## src/rtl/hv_meas_pkg.sv

```systemverilog
// Shared constants and types for the measure path control block
package hv_meas_pkg;

    // ------------------------------------------------------------
    // Register offsets (byte addresses, one word each)
    // ------------------------------------------------------------
    localparam logic [7:0] OFS_CTRL   = 8'h00;
    localparam logic [7:0] OFS_PULL   = 8'h04;
    localparam logic [7:0] OFS_WCTL1  = 8'h08;
    localparam logic [7:0] OFS_IRQST  = 8'h0C;
    localparam logic [7:0] OFS_IRQMSK = 8'h10;
    localparam logic [7:0] OFS_LEVEL  = 8'h14;

    // ------------------------------------------------------------
    // Field widths and reset values
    // ------------------------------------------------------------
    localparam int         CTRL_W    = 7;
    localparam int         PULL_W    = 4;
    localparam int         WCTL1_W   = 2;
    localparam int         ST_W      = 3;
    localparam int         ST_ERR    = 0;
    localparam int         ST_SENSE  = 1;
    localparam int         ST_PIN    = 2;
    localparam logic [6:0] CTRL_RST  = 7'h00;
    localparam logic [3:0] PULL_RST  = 4'h0;
    localparam logic [1:0] WCTL1_RST = 2'h0;
    localparam logic [2:0] MASK_RST  = 3'h0;

    // Device operating modes, driven by the mode controller
    typedef enum logic [2:0] {
        MODE_NORMAL   = 3'b000,
        MODE_STOP     = 3'b001,
        MODE_SLEEP    = 3'b010,
        MODE_RESTART  = 3'b011,
        MODE_FAILSAFE = 3'b100
    } mode_t;

    // Function of the multipurpose pin
    typedef enum logic [2:0] {
        PIN_OFF       = 3'b000,
        PIN_FAIL      = 3'b001,
        PIN_WAKE      = 3'b010,
        PIN_LOWSIDE   = 3'b011,
        PIN_HIGHSIDE  = 3'b100
    } pincfg_t;

    // Control register layout, bit 6 downward
    typedef struct packed {
        logic    gpioOn;
        logic    testDrive;
        pincfg_t pinCfg;
        logic    senseWakeEn;
        logic    measEn;
    } ctrl_t;

    // Pull current enables for both pins
    typedef struct packed {
        logic pinUp;
        logic pinDn;
        logic senseUp;
        logic senseDn;
    } pull_t;

endpackage : hv_meas_pkg

```

## src/rtl/pin_sync.sv

```systemverilog
// Three stage synchroniser with agreement based change detection
`timescale 1ns/1ps
module pin_sync (
    // Clock and reset
    input  wire logic clock,
    input  wire logic nrst,
    // Asynchronous pin level
    input  wire logic pinIn,
    // Settled level and one cycle change pulse
    output logic      level,
    output logic      changed
);

    typedef struct packed {
        logic s1;
        logic s2;
        logic s3;
        logic level;
        logic changed;
    } sync_t;

    sync_t s_reg;
    sync_t s_next;

    // A change only counts once stages two and three agree
    always_comb begin
        s_next         = s_reg;
        s_next.s1      = pinIn;
        s_next.s2      = s_reg.s1;
        s_next.s3      = s_reg.s2;
        s_next.changed = (s_reg.s2 == s_reg.s3) &&
                         (s_reg.s3 != s_reg.level);
        if (s_reg.s2 == s_reg.s3) begin
            s_next.level = s_reg.s3;
        end
    end

    // State register
    always_ff @(posedge clock or negedge nrst) begin
        if (!nrst) begin
            s_reg <= '0;
        end else begin
            s_reg <= s_next;
        end
    end

    assign level   = s_reg.level;
    assign changed = s_reg.changed;

endmodule : pin_sync

```

## src/rtl/wake_irq.sv

```systemverilog
// Sticky event status, mask and level interrupt output
`timescale 1ns/1ps
module wake_irq (
    // Clock and reset
    input  wire logic                        clock,
    input  wire logic                        nrst,
    // Event set and write-one-to-clear
    input  wire logic [hv_meas_pkg::ST_W-1:0] setEv,
    input  wire logic [hv_meas_pkg::ST_W-1:0] clrW1c,
    // Mask write
    input  wire logic                        maskWe,
    input  wire logic [hv_meas_pkg::ST_W-1:0] maskIn,
    // State seen by software and the system
    output logic      [hv_meas_pkg::ST_W-1:0] status,
    output logic      [hv_meas_pkg::ST_W-1:0] mask,
    output logic                             irq
);

    typedef struct packed {
        logic [hv_meas_pkg::ST_W-1:0] status;
        logic [hv_meas_pkg::ST_W-1:0] mask;
        logic                         irq;
    } irq_t;

    irq_t s_reg;
    irq_t s_next;

    // Set beats clear so an event in the clearing cycle survives
    always_comb begin
        s_next        = s_reg;
        s_next.status = (s_reg.status & ~clrW1c) | setEv;
        if (maskWe) begin
            s_next.mask = maskIn;
        end
        s_next.irq    = |(s_next.status & s_next.mask);
    end

    // State register
    always_ff @(posedge clock or negedge nrst) begin
        if (!nrst) begin
            s_reg <= {{hv_meas_pkg::ST_W{1'b0}},
                      hv_meas_pkg::MASK_RST, 1'b0};
        end else begin
            s_reg <= s_next;
        end
    end

    assign status = s_reg.status;
    assign mask   = s_reg.mask;
    assign irq    = s_reg.irq;

endmodule : wake_irq

```

## src/rtl/hv_measure_path_control.sv

```systemverilog
// High voltage measure path control with Wishbone registers
//
// Contract
// RULE1 - Measuring routes sense input to multipurpose pin
// RULE2 - Reset leaves measurement off, switch open
// RULE3 - Enable bit closes switch only in Normal
// RULE4 - Other modes open switch, keep stored enable
// RULE5 - Measuring kills pulls and gates pin signals
// RULE6 - Pull, wake control, pin config ignored, stored (a pin config change is not stored, see RULE7)
// RULE7 - Pin config change while measuring flags error
// RULE8 - Measuring freezes wake status and level registers
// RULE9 - Wake enables writable but ignored while measuring
// RULE10 - Sleep with pin-only wakes: error, go Restart
// RULE11 - Measuring disables fail output, GPIO, pin wake
// RULE12 - Enable refused with error unless pin Off
// RULE13 - Fail-Safe unmeasured: sense wake auto, pin wake
// RULE14 - Switch follows enable and mode every clock
//
// The implementer's own choices: the placing of the registers and the Wishbone register port.
`timescale 1ns/1ps
module hv_measure_path_control (
    // Clock and reset
    input  wire logic                clock,
    input  wire logic                nrst,
    // Wishbone classic slave
    input  wire logic                wb_cyc_i,
    input  wire logic                wb_stb_i,
    input  wire logic                wb_we_i,
    input  wire logic [7:0]          wb_adr_i,
    input  wire logic [3:0]          wb_sel_i,
    input  wire logic [31:0]         wb_dat_i,
    output logic      [31:0]         wb_dat_o,
    output logic                     wb_ack_o,
    // Mode controller
    input  wire hv_meas_pkg::mode_t  devMode,
    input  wire logic                sleepCmd,
    input  wire logic                otherWakeSrc,
    output logic                     sleepGrant,
    output logic                     restartReq,
    output logic      [1:0]          wakeEvents,
    // Pins
    input  wire logic                hvSenseIn,
    input  wire logic                pinIn,
    output logic                     pinOut,
    output logic                     pinOe,
    // Analogue controls and gated levels
    output logic                     measSwitchClose,
    output hv_meas_pkg::pull_t       pulls,
    output logic      [1:0]          gatedLevels,
    // Interrupt
    output logic                     irq
);

    // ------------------------------------------------------------
    // State
    // ------------------------------------------------------------
    typedef struct packed {
        hv_meas_pkg::ctrl_t ctrl;
        logic [3:0]         pull;
        logic [1:0]         wctl1;
        logic [1:0]         level;
        logic               ack;
        logic [31:0]        rdata;
        logic               sw;
        hv_meas_pkg::pull_t pulls;
        logic [1:0]         gated;
        logic               pinOut;
        logic               pinOe;
        logic               sleepGrant;
        logic               restartReq;
        logic [1:0]         wake;
    } state_t;

    state_t s_reg;
    state_t s_next;

    logic                         senseLvl;
    logic                         senseChg;
    logic                         pinLvl;
    logic                         pinChg;
    logic [hv_meas_pkg::ST_W-1:0] stSet;
    logic [hv_meas_pkg::ST_W-1:0] stClr;
    logic [hv_meas_pkg::ST_W-1:0] stStatus;
    logic [hv_meas_pkg::ST_W-1:0] stMask;
    logic                         maskWe;
    logic                         reqEdge;
    logic                         commit;
    logic                         errSet;
    hv_meas_pkg::ctrl_t           wrCtrl;

    // ------------------------------------------------------------
    // Pin synchronisers
    // ------------------------------------------------------------
    pin_sync u_sense_sync (
        .clock   (clock),
        .nrst    (nrst),
        .pinIn   (hvSenseIn),
        .level   (senseLvl),
        .changed (senseChg)
    );

    pin_sync u_pin_sync (
        .clock   (clock),
        .nrst    (nrst),
        .pinIn   (pinIn),
        .level   (pinLvl),
        .changed (pinChg)
    );

    // ------------------------------------------------------------
    // Interrupt status and mask
    // ------------------------------------------------------------
    wake_irq u_irq (
        .clock  (clock),
        .nrst   (nrst),
        .setEv  (stSet),
        .clrW1c (stClr),
        .maskWe (maskWe),
        .maskIn (wb_dat_i[hv_meas_pkg::ST_W-1:0]),
        .status (stStatus),
        .mask   (stMask),
        .irq    (irq)
    );

    // Bus qualifiers; writes land on the acknowledging edge
    assign reqEdge = wb_cyc_i && wb_stb_i && !s_reg.ack;
    assign commit  = wb_cyc_i && wb_stb_i && s_reg.ack &&
                     wb_we_i && wb_sel_i[0];
    assign wrCtrl  = hv_meas_pkg::ctrl_t'(
                         wb_dat_i[hv_meas_pkg::CTRL_W-1:0]);
    assign maskWe  = commit && (wb_adr_i == hv_meas_pkg::OFS_IRQMSK);
    assign stClr   = (commit && wb_adr_i == hv_meas_pkg::OFS_IRQST)
                   ? wb_dat_i[hv_meas_pkg::ST_W-1:0]
                   : '0;
    assign stSet   = {s_next.wake, errSet};

    // ------------------------------------------------------------
    // Next state
    // ------------------------------------------------------------
    always_comb begin
        s_next            = s_reg;
        errSet            = 1'b0;
        s_next.ack        = reqEdge;
        s_next.sleepGrant = 1'b0;
        s_next.restartReq = 1'b0;
        s_next.wake       = 2'b00;

        // Read data captured on the request edge, unmapped reads zero
        if (reqEdge) begin
            s_next.rdata = '0;
            case (wb_adr_i)
                hv_meas_pkg::OFS_CTRL:
                    s_next.rdata[6:0] = s_reg.ctrl;
                hv_meas_pkg::OFS_PULL:
                    s_next.rdata[3:0] = s_reg.pull;
                hv_meas_pkg::OFS_WCTL1:
                    s_next.rdata[1:0] = s_reg.wctl1;
                hv_meas_pkg::OFS_IRQST:
                    s_next.rdata[2:0] = stStatus;
                hv_meas_pkg::OFS_IRQMSK:
                    s_next.rdata[2:0] = stMask;
                hv_meas_pkg::OFS_LEVEL:
                    s_next.rdata[1:0] = s_reg.level;
                default:
                    s_next.rdata = '0;
            endcase
        end

        // Register writes; pull and wake control always stored
        if (commit) begin
            case (wb_adr_i)
                hv_meas_pkg::OFS_CTRL: begin
                    // Wake enable is stored even while measuring
                    s_next.ctrl.senseWakeEn = wrCtrl.senseWakeEn; // see RULE9
                    s_next.ctrl.testDrive   = wrCtrl.testDrive;
                    s_next.ctrl.gpioOn      = wrCtrl.gpioOn;
                    if (s_reg.ctrl.measEn &&
                        wrCtrl.pinCfg != s_reg.ctrl.pinCfg) begin
                        errSet = 1'b1;                      // see RULE7
                    end else begin
                        s_next.ctrl.pinCfg = wrCtrl.pinCfg;
                    end
                    // Enable only from a pin that is, and stays, Off
                    if (wrCtrl.measEn && !s_reg.ctrl.measEn &&
                        (s_reg.ctrl.pinCfg != hv_meas_pkg::PIN_OFF ||
                         wrCtrl.pinCfg != hv_meas_pkg::PIN_OFF)) begin
                        errSet = 1'b1;                     // see RULE12
                    end else begin
                        s_next.ctrl.measEn = wrCtrl.measEn;
                    end
                end
                hv_meas_pkg::OFS_PULL:
                    s_next.pull = wb_dat_i[3:0];            // see RULE6
                hv_meas_pkg::OFS_WCTL1:
                    s_next.wctl1 = wb_dat_i[1:0];           // see RULE6
                default: begin
                    s_next.pull = s_next.pull;
                end
            endcase
        end

        // Sleep refused when only pin wakes remain usable
        if (sleepCmd) begin
            if (s_reg.ctrl.measEn && !otherWakeSrc &&
                (s_reg.ctrl.senseWakeEn ||
                 s_reg.ctrl.pinCfg == hv_meas_pkg::PIN_WAKE)) begin
                errSet            = 1'b1;                  // see RULE10
                s_next.restartReq = 1'b1;                  // see RULE10
            end else begin
                s_next.sleepGrant = 1'b1;
            end
        end

        // Wake and level processing, frozen while measuring
        if (!s_reg.ctrl.measEn) begin                       // see RULE8
            s_next.level   = {pinLvl, senseLvl};
            // Fail-Safe arms the sense input regardless of enable
            s_next.wake[0] = senseChg &&
                (s_reg.ctrl.senseWakeEn ||
                 devMode == hv_meas_pkg::MODE_FAILSAFE) &&  // see RULE13
                (!s_reg.wctl1[0] || senseLvl);
            s_next.wake[1] = pinChg &&
                s_reg.ctrl.pinCfg == hv_meas_pkg::PIN_WAKE &&
                (!s_reg.wctl1[1] || pinLvl);
        end

        // Switch recomputed on every edge from enable and mode
        s_next.sw = s_next.ctrl.measEn &&
                    devMode == hv_meas_pkg::MODE_NORMAL; // see RULE3 RULE14

        // Pulls and gated levels follow the updated enable
        if (s_next.ctrl.measEn) begin
            s_next.pulls = '0;                              // see RULE5
            s_next.gated = 2'b00;                           // see RULE5
        end else begin
            s_next.pulls = hv_meas_pkg::pull_t'(s_next.pull);
            s_next.gated = {pinLvl, senseLvl};
        end

        // Pin driver; fail output is active low open drain
        s_next.pinOut = 1'b0;
        s_next.pinOe  = 1'b0;
        if (!s_next.ctrl.measEn) begin                     // see RULE11
            case (s_next.ctrl.pinCfg)
                hv_meas_pkg::PIN_FAIL:
                    s_next.pinOe = s_next.ctrl.testDrive ||
                        devMode == hv_meas_pkg::MODE_FAILSAFE;
                hv_meas_pkg::PIN_LOWSIDE:
                    s_next.pinOe = s_next.ctrl.gpioOn;
                hv_meas_pkg::PIN_HIGHSIDE: begin
                    s_next.pinOe  = s_next.ctrl.gpioOn;
                    s_next.pinOut = s_next.ctrl.gpioOn;
                end
                default:
                    s_next.pinOe = 1'b0;
            endcase
        end
    end

    // State register; everything comes out of reset disabled
    always_ff @(posedge clock or negedge nrst) begin
        if (!nrst) begin
            s_reg       <= '0;                              // see RULE2
            s_reg.ctrl  <= hv_meas_pkg::CTRL_RST;
            s_reg.pull  <= hv_meas_pkg::PULL_RST;
            s_reg.wctl1 <= hv_meas_pkg::WCTL1_RST;
        end else begin
            s_reg <= s_next;
        end
    end

    // Outputs straight from the state register
    assign wb_dat_o        = s_reg.rdata;
    assign wb_ack_o        = s_reg.ack;
    assign sleepGrant      = s_reg.sleepGrant;
    assign restartReq      = s_reg.restartReq;
    assign wakeEvents      = s_reg.wake;
    assign pinOut          = s_reg.pinOut;
    assign pinOe           = s_reg.pinOe;
    assign measSwitchClose = s_reg.sw;                      // see RULE1
    assign pulls           = s_reg.pulls;
    assign gatedLevels     = s_reg.gated;
endmodule : hv_measure_path_control

```

## config.mk

```make
export PLATFORM = sky130hd
export DESIGN_NAME = hv_measure_path_control
export DESIGN_NICKNAME = d
export VERILOG_FILES = /design/src/rtl/hv_meas_pkg.sv /design/src/rtl/pin_sync.sv /design/src/rtl/wake_irq.sv /design/src/rtl/hv_measure_path_control.sv
export SDC_FILE = /design/constraint.sdc
export NUM_CORES = 1
export LEC_CHECK = 0
export BUFFER_PORTS_ARGS = -buffer_cell sky130_fd_sc_hd__clkbuf_2
export CAP_MARGIN = 20
export CORE_MARGIN = 2
export CORE_UTILIZATION = 44
export CTS_CLUSTER_DIAMETER = 80
export DETAILED_ROUTE_END_ITERATION = 8
export PLACE_DENSITY = 0.88
export SETUP_SLACK_MARGIN = 0.02
export SLEW_MARGIN = 10
export SYNTH_ARGS = -nofsm -noshare
export SYNTH_HDL_FRONTEND = slang
export SYNTH_SLANG_ARGS = --single-unit
```

## constraint.sdc

```tcl
create_clock -name clock -period 1.6 [get_ports clock]
set_input_delay 0.32 -clock clock [delete_from_list [all_inputs] [get_ports clock]]
set_output_delay 0.32 -clock clock [all_outputs]
set_load 0.1 [all_outputs]
```

==> results of run 1 <==
through the flow:
step                       util  setup slack (ps)  power [mW]  instance area (µm²)  instances
after CTS                 0.560              -245        2.95                 3120        374
after floorplan               -              -391        2.05                 2700        255
after global placement    0.532              -392        2.12                 2970        364
after detailed placement  0.532              -419        2.13                 2970        364
final                     0.571              -243        2.92                 3180        375
after global routing      0.571              -343        3.05                 3180        375
metal layers:
layer,share of wire,global-route usage,vias up
met5,0,0,-
met4,0.020,0.0644,0
met3,0.064,0.0404,13
met2,0.52,0.313,83
met1,0.39,0.206,895
li1,-,-,880
cells in the final DEF, fill, tap and decap left out, types with 2 or more instances in the layout:
cell type and count:
nor3_4 2, nand2_1 15, nor4_2 2, nand3_1 4
nand3_2 2, clkbuf_8 7, nor2_1 17, and2_1 6
mux2i_1 3, nor4_4 2, dfrtp_1 51, nand2_2 3
inv_1 4, mux2_4 3, a221oi_1 2, and2_4 3
o21ai_0 7, xor2_1 3, conb_1 25, a21oi_1 10
buf_6 2, nor3_2 2, and4b_1 2, mux2_2 12
clkbuf_2 48, nor2_2 2, buf_4 30
worst min-delay path by stage:
stage	cells past startpoint	startpoint	slack (ps)	end
2_1_floorplan	0	nrst	20	gatedLevels[0]
5_1_grt	1	pinIn	100	u_pin_sync.s_next[3]
3_3_place_gp	2	nrst	330	measSwitchClose
6_report	1	hvSenseIn	120	u_sense_sync.s_next[3]
4_1_cts	1	hvSenseIn	110	u_sense_sync.s_next[3]
3_5_place_dp	2	nrst	340	gatedLevels[1]
worst reg2reg max path, delay by kind of cell (launching register included):
family / cells / cell delay [ps]
AO/OA/AOI/OAI: 2 / 600
flip-flops: 1 / 420
AND/OR/NAND/NOR: 4 / 720
report_power, final:
part	total [mW]	switching, mW	internal (mW)
Clock	0.802	0.411	0.391
Sequential	1.43	0.0343	1.40
Combinational	0.690	0.569	0.120
Total	2.92	1.01	1.91
logic make-up after synthesis:
kind of cell / after synthesis
and+or+nand+nor: 73
DFF: 53
buffers and inverters: 48
AOI/OAI and AO/OA: 33
muxes: 20
xor gates and xnor gates: 3
other: 1
area by class of cell:
cell class,instances,area (µm²)
Sequential cell,53,1330
Multi-Input combinational cell,154,1110
Tap cell,72,90.1
Clock inverter,1,5.00
Inverter,6,26.3
Timing Repair Buffer,82,518
Clock buffer,7,96.3
Fill cell,489,2390
repair_timing:
action / 4_1_cts / 5_1_grt
pin swaps: 3 / 4
hold buffers: 1 / 0
resized for setup: 7 / 14
buffers inserted: 1 / 1
endpoints found under the hold margin: 12 / 0
endpoints found under the setup margin: 11 / 13
==> reports/metrics.csv, run 1 <==
stage,metric,value,unit
timing,fin_skew,8.80,ps
drt,drc,0,
synth,synth.distinct_cells,51,
clock_network,clockRootBuffer,clkbuf_8,
critical_path,crit_end,u_irq.irq,
run_status,outcome,finished with violations,
synth,ys_warn_count,0,
global_routing,first_global_vias,1850,
floorplanning,coreArea,0.00557,mm²
synth,synth_top_area_cell,dfrtp_1,
timing,maxSlewHeadroom,0.638,
timing,holdWs,120,ps
synth,async_flop_share,1.00,
drt,drt_pass1_iterations,4,
critical_path,cpMaxStageDelayCell,dfrtp_4,
finish,area_delta_synth_final,23.2,%
run_status,violations,setup timing,
critical_path,cp.depth,6,
place,dpl.hpwl,4.04,mm
floorplanning,die_area,0.00650,mm²
clock_network,path_clk_slew,90,ps
synth,synth_top_flop_cell,dfrtp_1,
critical_path,cpPeakStageDelay,420,ps
place,port_buffers,49,
critical_path,crit_path_end_kind,flip-flop,
floorplanning,start_util,0.463,
finish,diodes,0,
synth,synth.most_common_cell,dfrtp_1,
drt,vias,1871,
finish,fin_nets,358,
synth,synth_compound_area_frac,0.0921,
clock_network,clock_sinks,53,
synth,seq_area_frac_synth,0.514,
critical_path,cp_top_family,simple AND/OR/NAND/NOR gates,
floorplanning,die_height,80.6,µm
timing,hold_violations,0,
job,maxCapViolations,0,
global_routing,overflow,0,
min_path,min_path_type,in -> reg,
timing,min_period,1840,ps
clock_network,htree_levels,2,
timing,rsz0062_at_grt,yes,
clock_network,clock_path_buffers,2,
timing,fin_ws,-243,ps
global_routing,grt_pass1_wl,8.65,mm
timing,finalSetupViolCount,10,
global_routing,grt_max_degree,54,
clock_network,cts_buffers,5,
finish,drive_gt1_frac,0.442,
power_and_ir_drop,leakage,1.67,nW
timing,period_share,1.15,
clock_network,cts_tree,done,
synth,yosys-top-cells-count,"dfrtp_1 (53), buf_4 (40), nor2_1 (19), nand2_1 (17), mux2_2 (13)",
floorplanning,die_x,80.6,µm
synth,ys_ff_latch,53,
floorplanning,num_io_pins,103,
drt,antenna_left,0,
drt,wl_per_cell,14.8,µm
timing,maxSlewViolCount,0,
critical_path,required,1790,ps
synth,ys_top_cells_by_area,"dfrtp_1 (51%), buf_4 (12%), mux2_2 (5.7%), nor2_1 (2.8%), nand2_1 (2.5%)",
place,gp_congestion,0.882,
critical_path,r2r-start,wb_ack_o,
drt,first_iter_violations,138,
finish,largest_reg_flops,15,
synth,synth_edf_count,0,
synth,avgSynthCellArea,11.2,µm²
drt,drt-total-wl,5.54,mm
synth,synthCells,231,
critical_path,reg2regPathDepth,6,
drt,via_per_inst,4.99,
critical_path,critical_path_class,reg -> reg,
synth,synth_xor_area_frac,0.0102,
synth,synth_fa_ha_area_frac,0,
critical_path,cp-startpoint,wb_ack_o,
critical_path,cp.arrival,2030,ps
power_and_ir_drop,peakVddDrop,0.546,mV
synth,netlist_area,0.00258,mm²
critical_path,cp_max_fo,3,
clock_network,clock_latency,310,ps
critical_path,reg2reg_to,u_irq.irq,
synth,synth_top_cell_area_share,0.514,
synth,synth_top_family_by_area,simple AND/OR/NAND/NOR gates,
critical_path,critical_path_buf_inv_count,0,
floorplanning,num_rows,27,
timing,max_freq,0.543,GHz
synth,synth-simple-area-share,0.167,
timing,tightest_slew,546,ps
critical_path,crit_chain,"nand3_2, or2_4, nor4b_4, nand2_1, a211o_1, a221o_1",
synth,synthMuxAreaShare,0.0882,
timing,timing.setup.tns,-594,ps
global_routing,grt_use_total,0.176,
critical_path,cp-start-kind,flip-flop,
power_and_ir_drop,p_per_area,918,mW/mm²
critical_path,r2r_slack,-240,ps
global_routing,antenna_found_initial,0,
Power figures use the tool's default switching activity.
==> run 2, diff against run 1 <==
--- a/config.mk
+++ b/config.mk
@@ -13,6 +13,7 @@
 export DETAILED_ROUTE_END_ITERATION = 8
 export PLACE_DENSITY = 0.88
 export SETUP_SLACK_MARGIN = 0.02
+export SKIP_LAST_GASP = 1
 export SLEW_MARGIN = 10
 export SYNTH_ARGS = -nofsm -noshare
 export SYNTH_HDL_FRONTEND = slang
==> reports/metrics.csv, run 2 (synthesis gave the netlist of run 1 again) <==
stage,metric,value,unit,change
floorplanning,start_util,0.463,,unchanged
timing,max_freq,0.543,GHz,unchanged
critical_path,reg2regPathDepth,6,,unchanged
critical_path,cp_max_fo,3,,unchanged
clock_network,htree_levels,2,,unchanged
critical_path,reg2reg_to,u_irq.irq,,
finish,final_cells,375,,unchanged
critical_path,cp.arrival,2030,ps,about the same
global_routing,grt_use_total,0.176,,unchanged
critical_path,required,1790,ps,about the same
timing,rsz0062_at_grt,yes,,
timing,timing.setup.tns,-594,ps,-0.0170 ps
finish,multi_input_area,0.00111,mm²,-0.22%
finish,drive_gt1_frac,0.439,,-0.00330
finish,final-seq-area,0.00133,mm²,unchanged
finish,final_cell_mix,"dfrtp_1 (51), clkbuf_2 (48), buf_4 (30), conb_1 (25), nor2_1 (17)",,
run_status,outcome,finished with violations,,
critical_path,cp-start-kind,flip-flop,,
timing,period_share,1.15,,unchanged
min_path,whs_endpoint,u_sense_sync.s_next[3],,
finish,utilization,0.570,,about the same
global_routing,top_usage_layer,met2,,
min_path,holdPathStages,1,,unchanged
drt,drt-total-wl,5.54,mm,unchanged
timing,hold_violations,0,,unchanged
floorplanning,num_io_pins,103,,unchanged
power_and_ir_drop,finalPower,2.92,mW,about the same
global_routing,antenna_found_initial,0,,unchanged
floorplanning,num_rows,27,,unchanged
job,maxCapViolations,0,,unchanged
timing,maxSlewViolCount,0,,unchanged
global_routing,grt_max_degree,54,,unchanged
timing,tightest_slew,546,ps,unchanged
finish,fill_cells,490,,+0.20%
clock_network,path_clk_slew,90,ps,about the same
power_and_ir_drop,p_per_area,919,mW/mm²,about the same
place,dpl.hpwl,4.04,mm,unchanged
drt,drt_pass1_iterations,4,,unchanged
global_routing,overflow,0,,unchanged
clock_network,clock_sinks,53,,unchanged
clock_network,clock_path_buffers,2,,unchanged
drt,vias,1871,,unchanged
timing,maxSlewHeadroom,0.638,,unchanged
critical_path,r2r-start,wb_ack_o,,
timing,min_period,1840,ps,unchanged
drt,drc,0,,unchanged
clock_network,clock_latency,310,ps,about the same
floorplanning,die_x,80.6,µm,unchanged
place,place_worst_setup_slack,-419,ps,unchanged
clock_network,cts_tree,done,,
floorplanning,die_height,80.6,µm,unchanged
finish,largest_reg_flops,15,,unchanged
place,gp_congestion,0.882,,unchanged
finish,fin_nets,358,,unchanged
critical_path,r2r_slack,-240,ps,about the same
drt,via_per_inst,4.99,,unchanged
critical_path,crit_path_end_kind,flip-flop,,
finish,final_common_cell,dfrtp_1,,
drt,first_iter_violations,138,,unchanged
timing,fin_ws,-243,ps,unchanged
global_routing,globalRouteMet3Util,0.0404,,unchanged
power_and_ir_drop,leakage,1.67,nW,about the same
global_routing,grt_pass1_wl,8.65,mm,unchanged
floorplanning,coreArea,0.00557,mm²,unchanged
power_and_ir_drop,peakVddDrop,0.546,mV,unchanged
critical_path,critical_path_class,reg -> reg,,
place,dp.cells,364,,unchanged
floorplanning,die_area,0.00650,mm²,unchanged
finish,diodes,0,,unchanged
run_status,violations,setup timing,,
place,port_buffers,49,,unchanged
min_path,holdCritStartpoint,hvSenseIn,,
drt,antenna_left,0,,unchanged
timing,fin_skew,8.80,ps,unchanged
global_routing,first_global_vias,1850,,unchanged
global_routing,use_met1,0.206,,unchanged
drt,wl_per_cell,14.8,µm,unchanged
clock_network,clockRootBuffer,clkbuf_8,,
finish,area_delta_synth_final,23.1,%,about the same
timing,finalSetupViolCount,10,,unchanged
global_routing,use_met2,0.313,,unchanged
min_path,min_path_type,in -> reg,,
clock_network,cts_buffers,5,,unchanged
[run 2: cell counts in the layout (fill, tap and decap cells not counted)]
Identical to the previous run, type by type.
[run 2: area by class of cell]
cell class | count | area share
timing repair buffer | 82 | 0.163
clock inverter | 1 | 0.00157
tap | 72 | 0.0283
clock buffer | 7 | 0.0303
sequential | 53 | 0.419
inverter | 6 | 0.00826
multi-input combinational | 154 | 0.350
[run 2: layer usage]
metal  wire length [µm]  up-vias  part of all wire
met2               2890       83              0.52
met1               2180      895              0.39
li1                   -      880                 -
met4                112        0             0.020
met3                352       13             0.064
met5                  0        -                 0
[run 2: critical path, cell delays in order, from the launching register on]
cell     delay, ps
dfrtp_4        420
nand3_2         80
or2_4          270
nor4b_4        280
nand2_1         90
a211o_1        280
a221o_1        320
[run 2: through the flow]
step | cell area, µm² | hold slack (ps)
after floorplan | 2700 | 24.4
after global placement | 2970 | 333
after detailed placement | 2970 | 337
after CTS | 3120 | 109
after global routing | 3180 | 103
final | 3180 | 120
[run 2: worst max-delay path by stage]
stage	start	cells after the start	to
after CTS	wb_ack_o	6	u_irq.irq
after global placement	wb_adr_i[3]	7	u_irq.irq
final	wb_ack_o	6	u_irq.irq
after detailed placement	wb_adr_i[7]	8	pulls[0]
after global routing	wb_ack_o	6	u_irq.irq
after floorplan	wb_ack_o	6	u_irq.irq
[run 2: what timing repair did]
item | in CTS | in global routing
hold endpoints to repair | 12 | 0
setup buffers | 1 | 1
setup endpoints to repair | 11 | 13
pin swaps | 3 | 4
resized for setup | 7 | 13
hold buffers | 1 | 0
[run 2: power by group]
group | switching [mW] | internal [mW] | leakage (nW)
clock | 0.411 | 0.391 | 0.0542
sequential | 0.0343 | 1.40 | 0.689
combinational | 0.569 | 0.120 | 0.925
==> run 3, diff against run 2 <==
--- a/config.mk
+++ b/config.mk
@@ -11,6 +11,7 @@
 export CORE_UTILIZATION = 44
 export CTS_CLUSTER_DIAMETER = 80
 export DETAILED_ROUTE_END_ITERATION = 8
+export GPL_TIMING_DRIVEN = 0
 export PLACE_DENSITY = 0.88
 export SETUP_SLACK_MARGIN = 0.02
 export SKIP_LAST_GASP = 1
==> constraint.sdc (replaced) <==
create_clock -name clock -period 1.6 [get_ports clock]
set_input_delay 0.32 -clock clock [delete_from_list [all_inputs] [get_ports clock]]
set_output_delay 0.32 -clock clock [all_outputs]
set_load 0.02 [all_outputs]
==> reports/metrics.csv, run 3 (synthesis gave the netlist of run 1 again) <==
stage,metric,value,unit,change
run_status,outcome,finished with violations,,
run_status,violations,setup timing,,
clock_network,cts_hold_repair.buffers,0,,-1
global_routing,grt_pass1_wl,8.17,mm,-5.6%
critical_path,cp-startpoint,wb_adr_i[2],,
critical_path,reg2reg_to,u_irq.irq,,
drt,drc,0,,unchanged
timing,period_share,1.13,,-0.0230
timing,min_period,1810,ps,-36.8 ps
timing,holdWs,74.3,ps,-45.9 ps
timing,hold_violations,0,,unchanged
critical_path,cp.arrival,2000,ps,-30 ps
timing,finalSetupViolCount,10,,unchanged
place,place_area,0.00305,mm²,+3.0%
critical_path,cp_max_fo,5,,+2
floorplanning,die_height,80.6,µm,unchanged
clock_network,clock_latency,310,ps,about the same
place,port_buffers,49,,unchanged
clock_network,clock_sinks,53,,unchanged
timing,fin_skew,9.17,ps,+0.367 ps
critical_path,reg2regPathDepth,6,,unchanged
drt,drt-total-wl,5.21,mm,-5.9%
critical_path,cp-start-kind,primary input,,
timing,maxSlewViolCount,0,,unchanged
drt,vias,1838,,-1.8%
clock_network,cts_buffers,5,,unchanged
power_and_ir_drop,seqPwrFrac,0.519,,+0.030
finish,drive_gt1_frac,0.451,,+0.0122
floorplanning,die_area,0.00650,mm²,unchanged
floorplanning,num_rows,27,,unchanged
power_and_ir_drop,peakVddDrop,0.484,mV,-11%
finish,area_delta_synth_final,25.4,%,
timing,rsz0062_at_grt,yes,,
floorplanning,start_util,0.463,,unchanged
critical_path,crit_path_end_kind,flip-flop,,
critical_path,required,1790,ps,about the same
power_and_ir_drop,intPower,2.07,mW,+8.6%
clock_network,clock_path_buffers,2,,unchanged
floorplanning,die_x,80.6,µm,unchanged
finish,fin_area,0.00324,mm²,+1.9%
place,dpl.hpwl,3.79,mm,-6.2%
critical_path,r2r_slack,-190,ps,+50 ps
finish,fill_cells,478,,-2.4%
power_and_ir_drop,p_sw,0.682,mW,-33%
global_routing,first_global_vias,1737,,-6.1%
finish,final_cell_mix,"dfrtp_1 (51), clkbuf_2 (50), buf_4 (45), conb_1 (25), nor2_1 (18)",,
finish,largest_reg_flops,15,,unchanged
timing,fin_ws,-206,ps,+36.8 ps
critical_path,r2r-start,wb_ack_o,,
floorplanning,coreArea,0.00557,mm²,unchanged
drt,via_per_inst,4.72,,-5.3%
global_routing,overflow,0,,unchanged
clock_network,path_clk_slew,100,ps,about the same
finish,fin_nets,372,,+3.9%
power_and_ir_drop,leakage,1.75,nW,+4.7%
min_path,min_path_type,in -> async,,
finish,final_common_cell,dfrtp_1,,
floorplanning,num_io_pins,103,,unchanged
power_and_ir_drop,p_per_area,850,mW/mm²,-7.5%
critical_path,crit_end,u_irq.irq,,
global_routing,grt_max_degree,54,,unchanged
finish,final_cells,389,,+3.7%
clock_network,cts_tree,done,,
drt,drt_pass1_iterations,4,,unchanged
timing,maxSlewHeadroom,0.537,,-0.101
power_and_ir_drop,combinationalPowerShare,0.140,,-0.096
global_routing,antenna_found_initial,0,,unchanged
job,maxCapViolations,0,,unchanged
power_and_ir_drop,clkPwrFrac,0.341,,+0.066
finish,diodes,0,,unchanged
clock_network,htree_levels,2,,unchanged
place,gp_congestion,0.911,,+3.3%
power_and_ir_drop,finalPower,2.75,mW,-5.8%
power_and_ir_drop,p_sw_frac,0.248,,-0.0997
drt,antenna_left,0,,unchanged
place,dp.cells,376,,+3.3%
clock_network,clockRootBuffer,clkbuf_8,,
timing,timing.setup.tns,-710,ps,-116 ps
timing,max_freq,0.554,GHz,+2.0%
critical_path,critical_path_class,in -> reg,,
drt,wl_per_cell,13.4,µm,-9.3%
global_routing,grt_use_total,0.165,,-0.0110
drt,first_iter_violations,133,,-3.6%
timing,tightest_slew,695,ps,+149 ps
## run 3: cell count changes in the layout (fill, tap and decap cells not counted), sizes merged
cell	previous run	this run
buf	33	45
clkinv	1	0
dlygate4sd3	1	0
inv	5	6
bufinv	0	1
clkbuf	55	57
## run 3: worst min path at each step
stage / end / slack [ps] / from
global route: u_pin_sync.s_next[3] / 100 / pinIn
floorplan: gatedLevels[0] / 20 / nrst
global placement: u_sense_sync.s_next[2] / 330 / u_sense_sync.s_next[3]
finish: s_reg[56] / 70 / nrst
detailed placement: u_pin_sync.s_next[2] / 340 / u_pin_sync.s_next[3]
CTS: s_reg[56] / 100 / nrst
## run 3: area by class of cell
class	count	area, µm²	area share
Clock inverter	2	37.5	0.0116
Sequential cell	53	1330	0.410
Clock buffer	6	82.6	0.0255
Multi-Input combinational cell	154	1080	0.334
Timing Repair Buffer	54	285	0.0881
Buffer	42	310	0.0958
Tap cell	72	90.1	0.0278
Inverter	6	22.5	0.00695
## run 3: power by group through the flow
stage                     logic, mW  clock network (mW)  registers [mW]
after global routing          0.422                1.01            1.44
after floorplan               0.244                   0            1.45
final                         0.386               0.938            1.43
after global placement        0.359                   0            1.45
after detailed placement      0.365                   0            1.46
after CTS                     0.377               0.966            1.43
## run 3: worst max-delay path, stage by stage
cell	delay [ps]
clkbuf_2	130
nor4_4	390
and2_4	240
and3_4	220
mux2_4	310
o21a_1	120
a221o_1	260
## run 3: per-layer routing
metal	global-route usage	routed length, µm	share of wire
met1	0.202	2210	0.42
met2	0.277	2600	0.50
met3	0.0404	319	0.061
met4	0.0695	75	0.014
met5	0	0	0
## run 3: through the flow
| step | utilization | worst slack (ps) |
|---|---|---|
| 3_3_place_gp | 0.547 | -456 |
| 5_1_grt | 0.581 | -254 |
| 3_5_place_dp | 0.548 | -487 |
| 4_1_cts | 0.578 | -214 |
| 2_1_floorplan | - | -223 |
| 6_report | 0.581 | -206 |
## run 3: timing repair
item / in CTS / in global routing
pin swaps: 5 / 3
resized for setup: 5 / 6
setup buffers: 4 / 1
setup endpoints to repair: 12 / 20
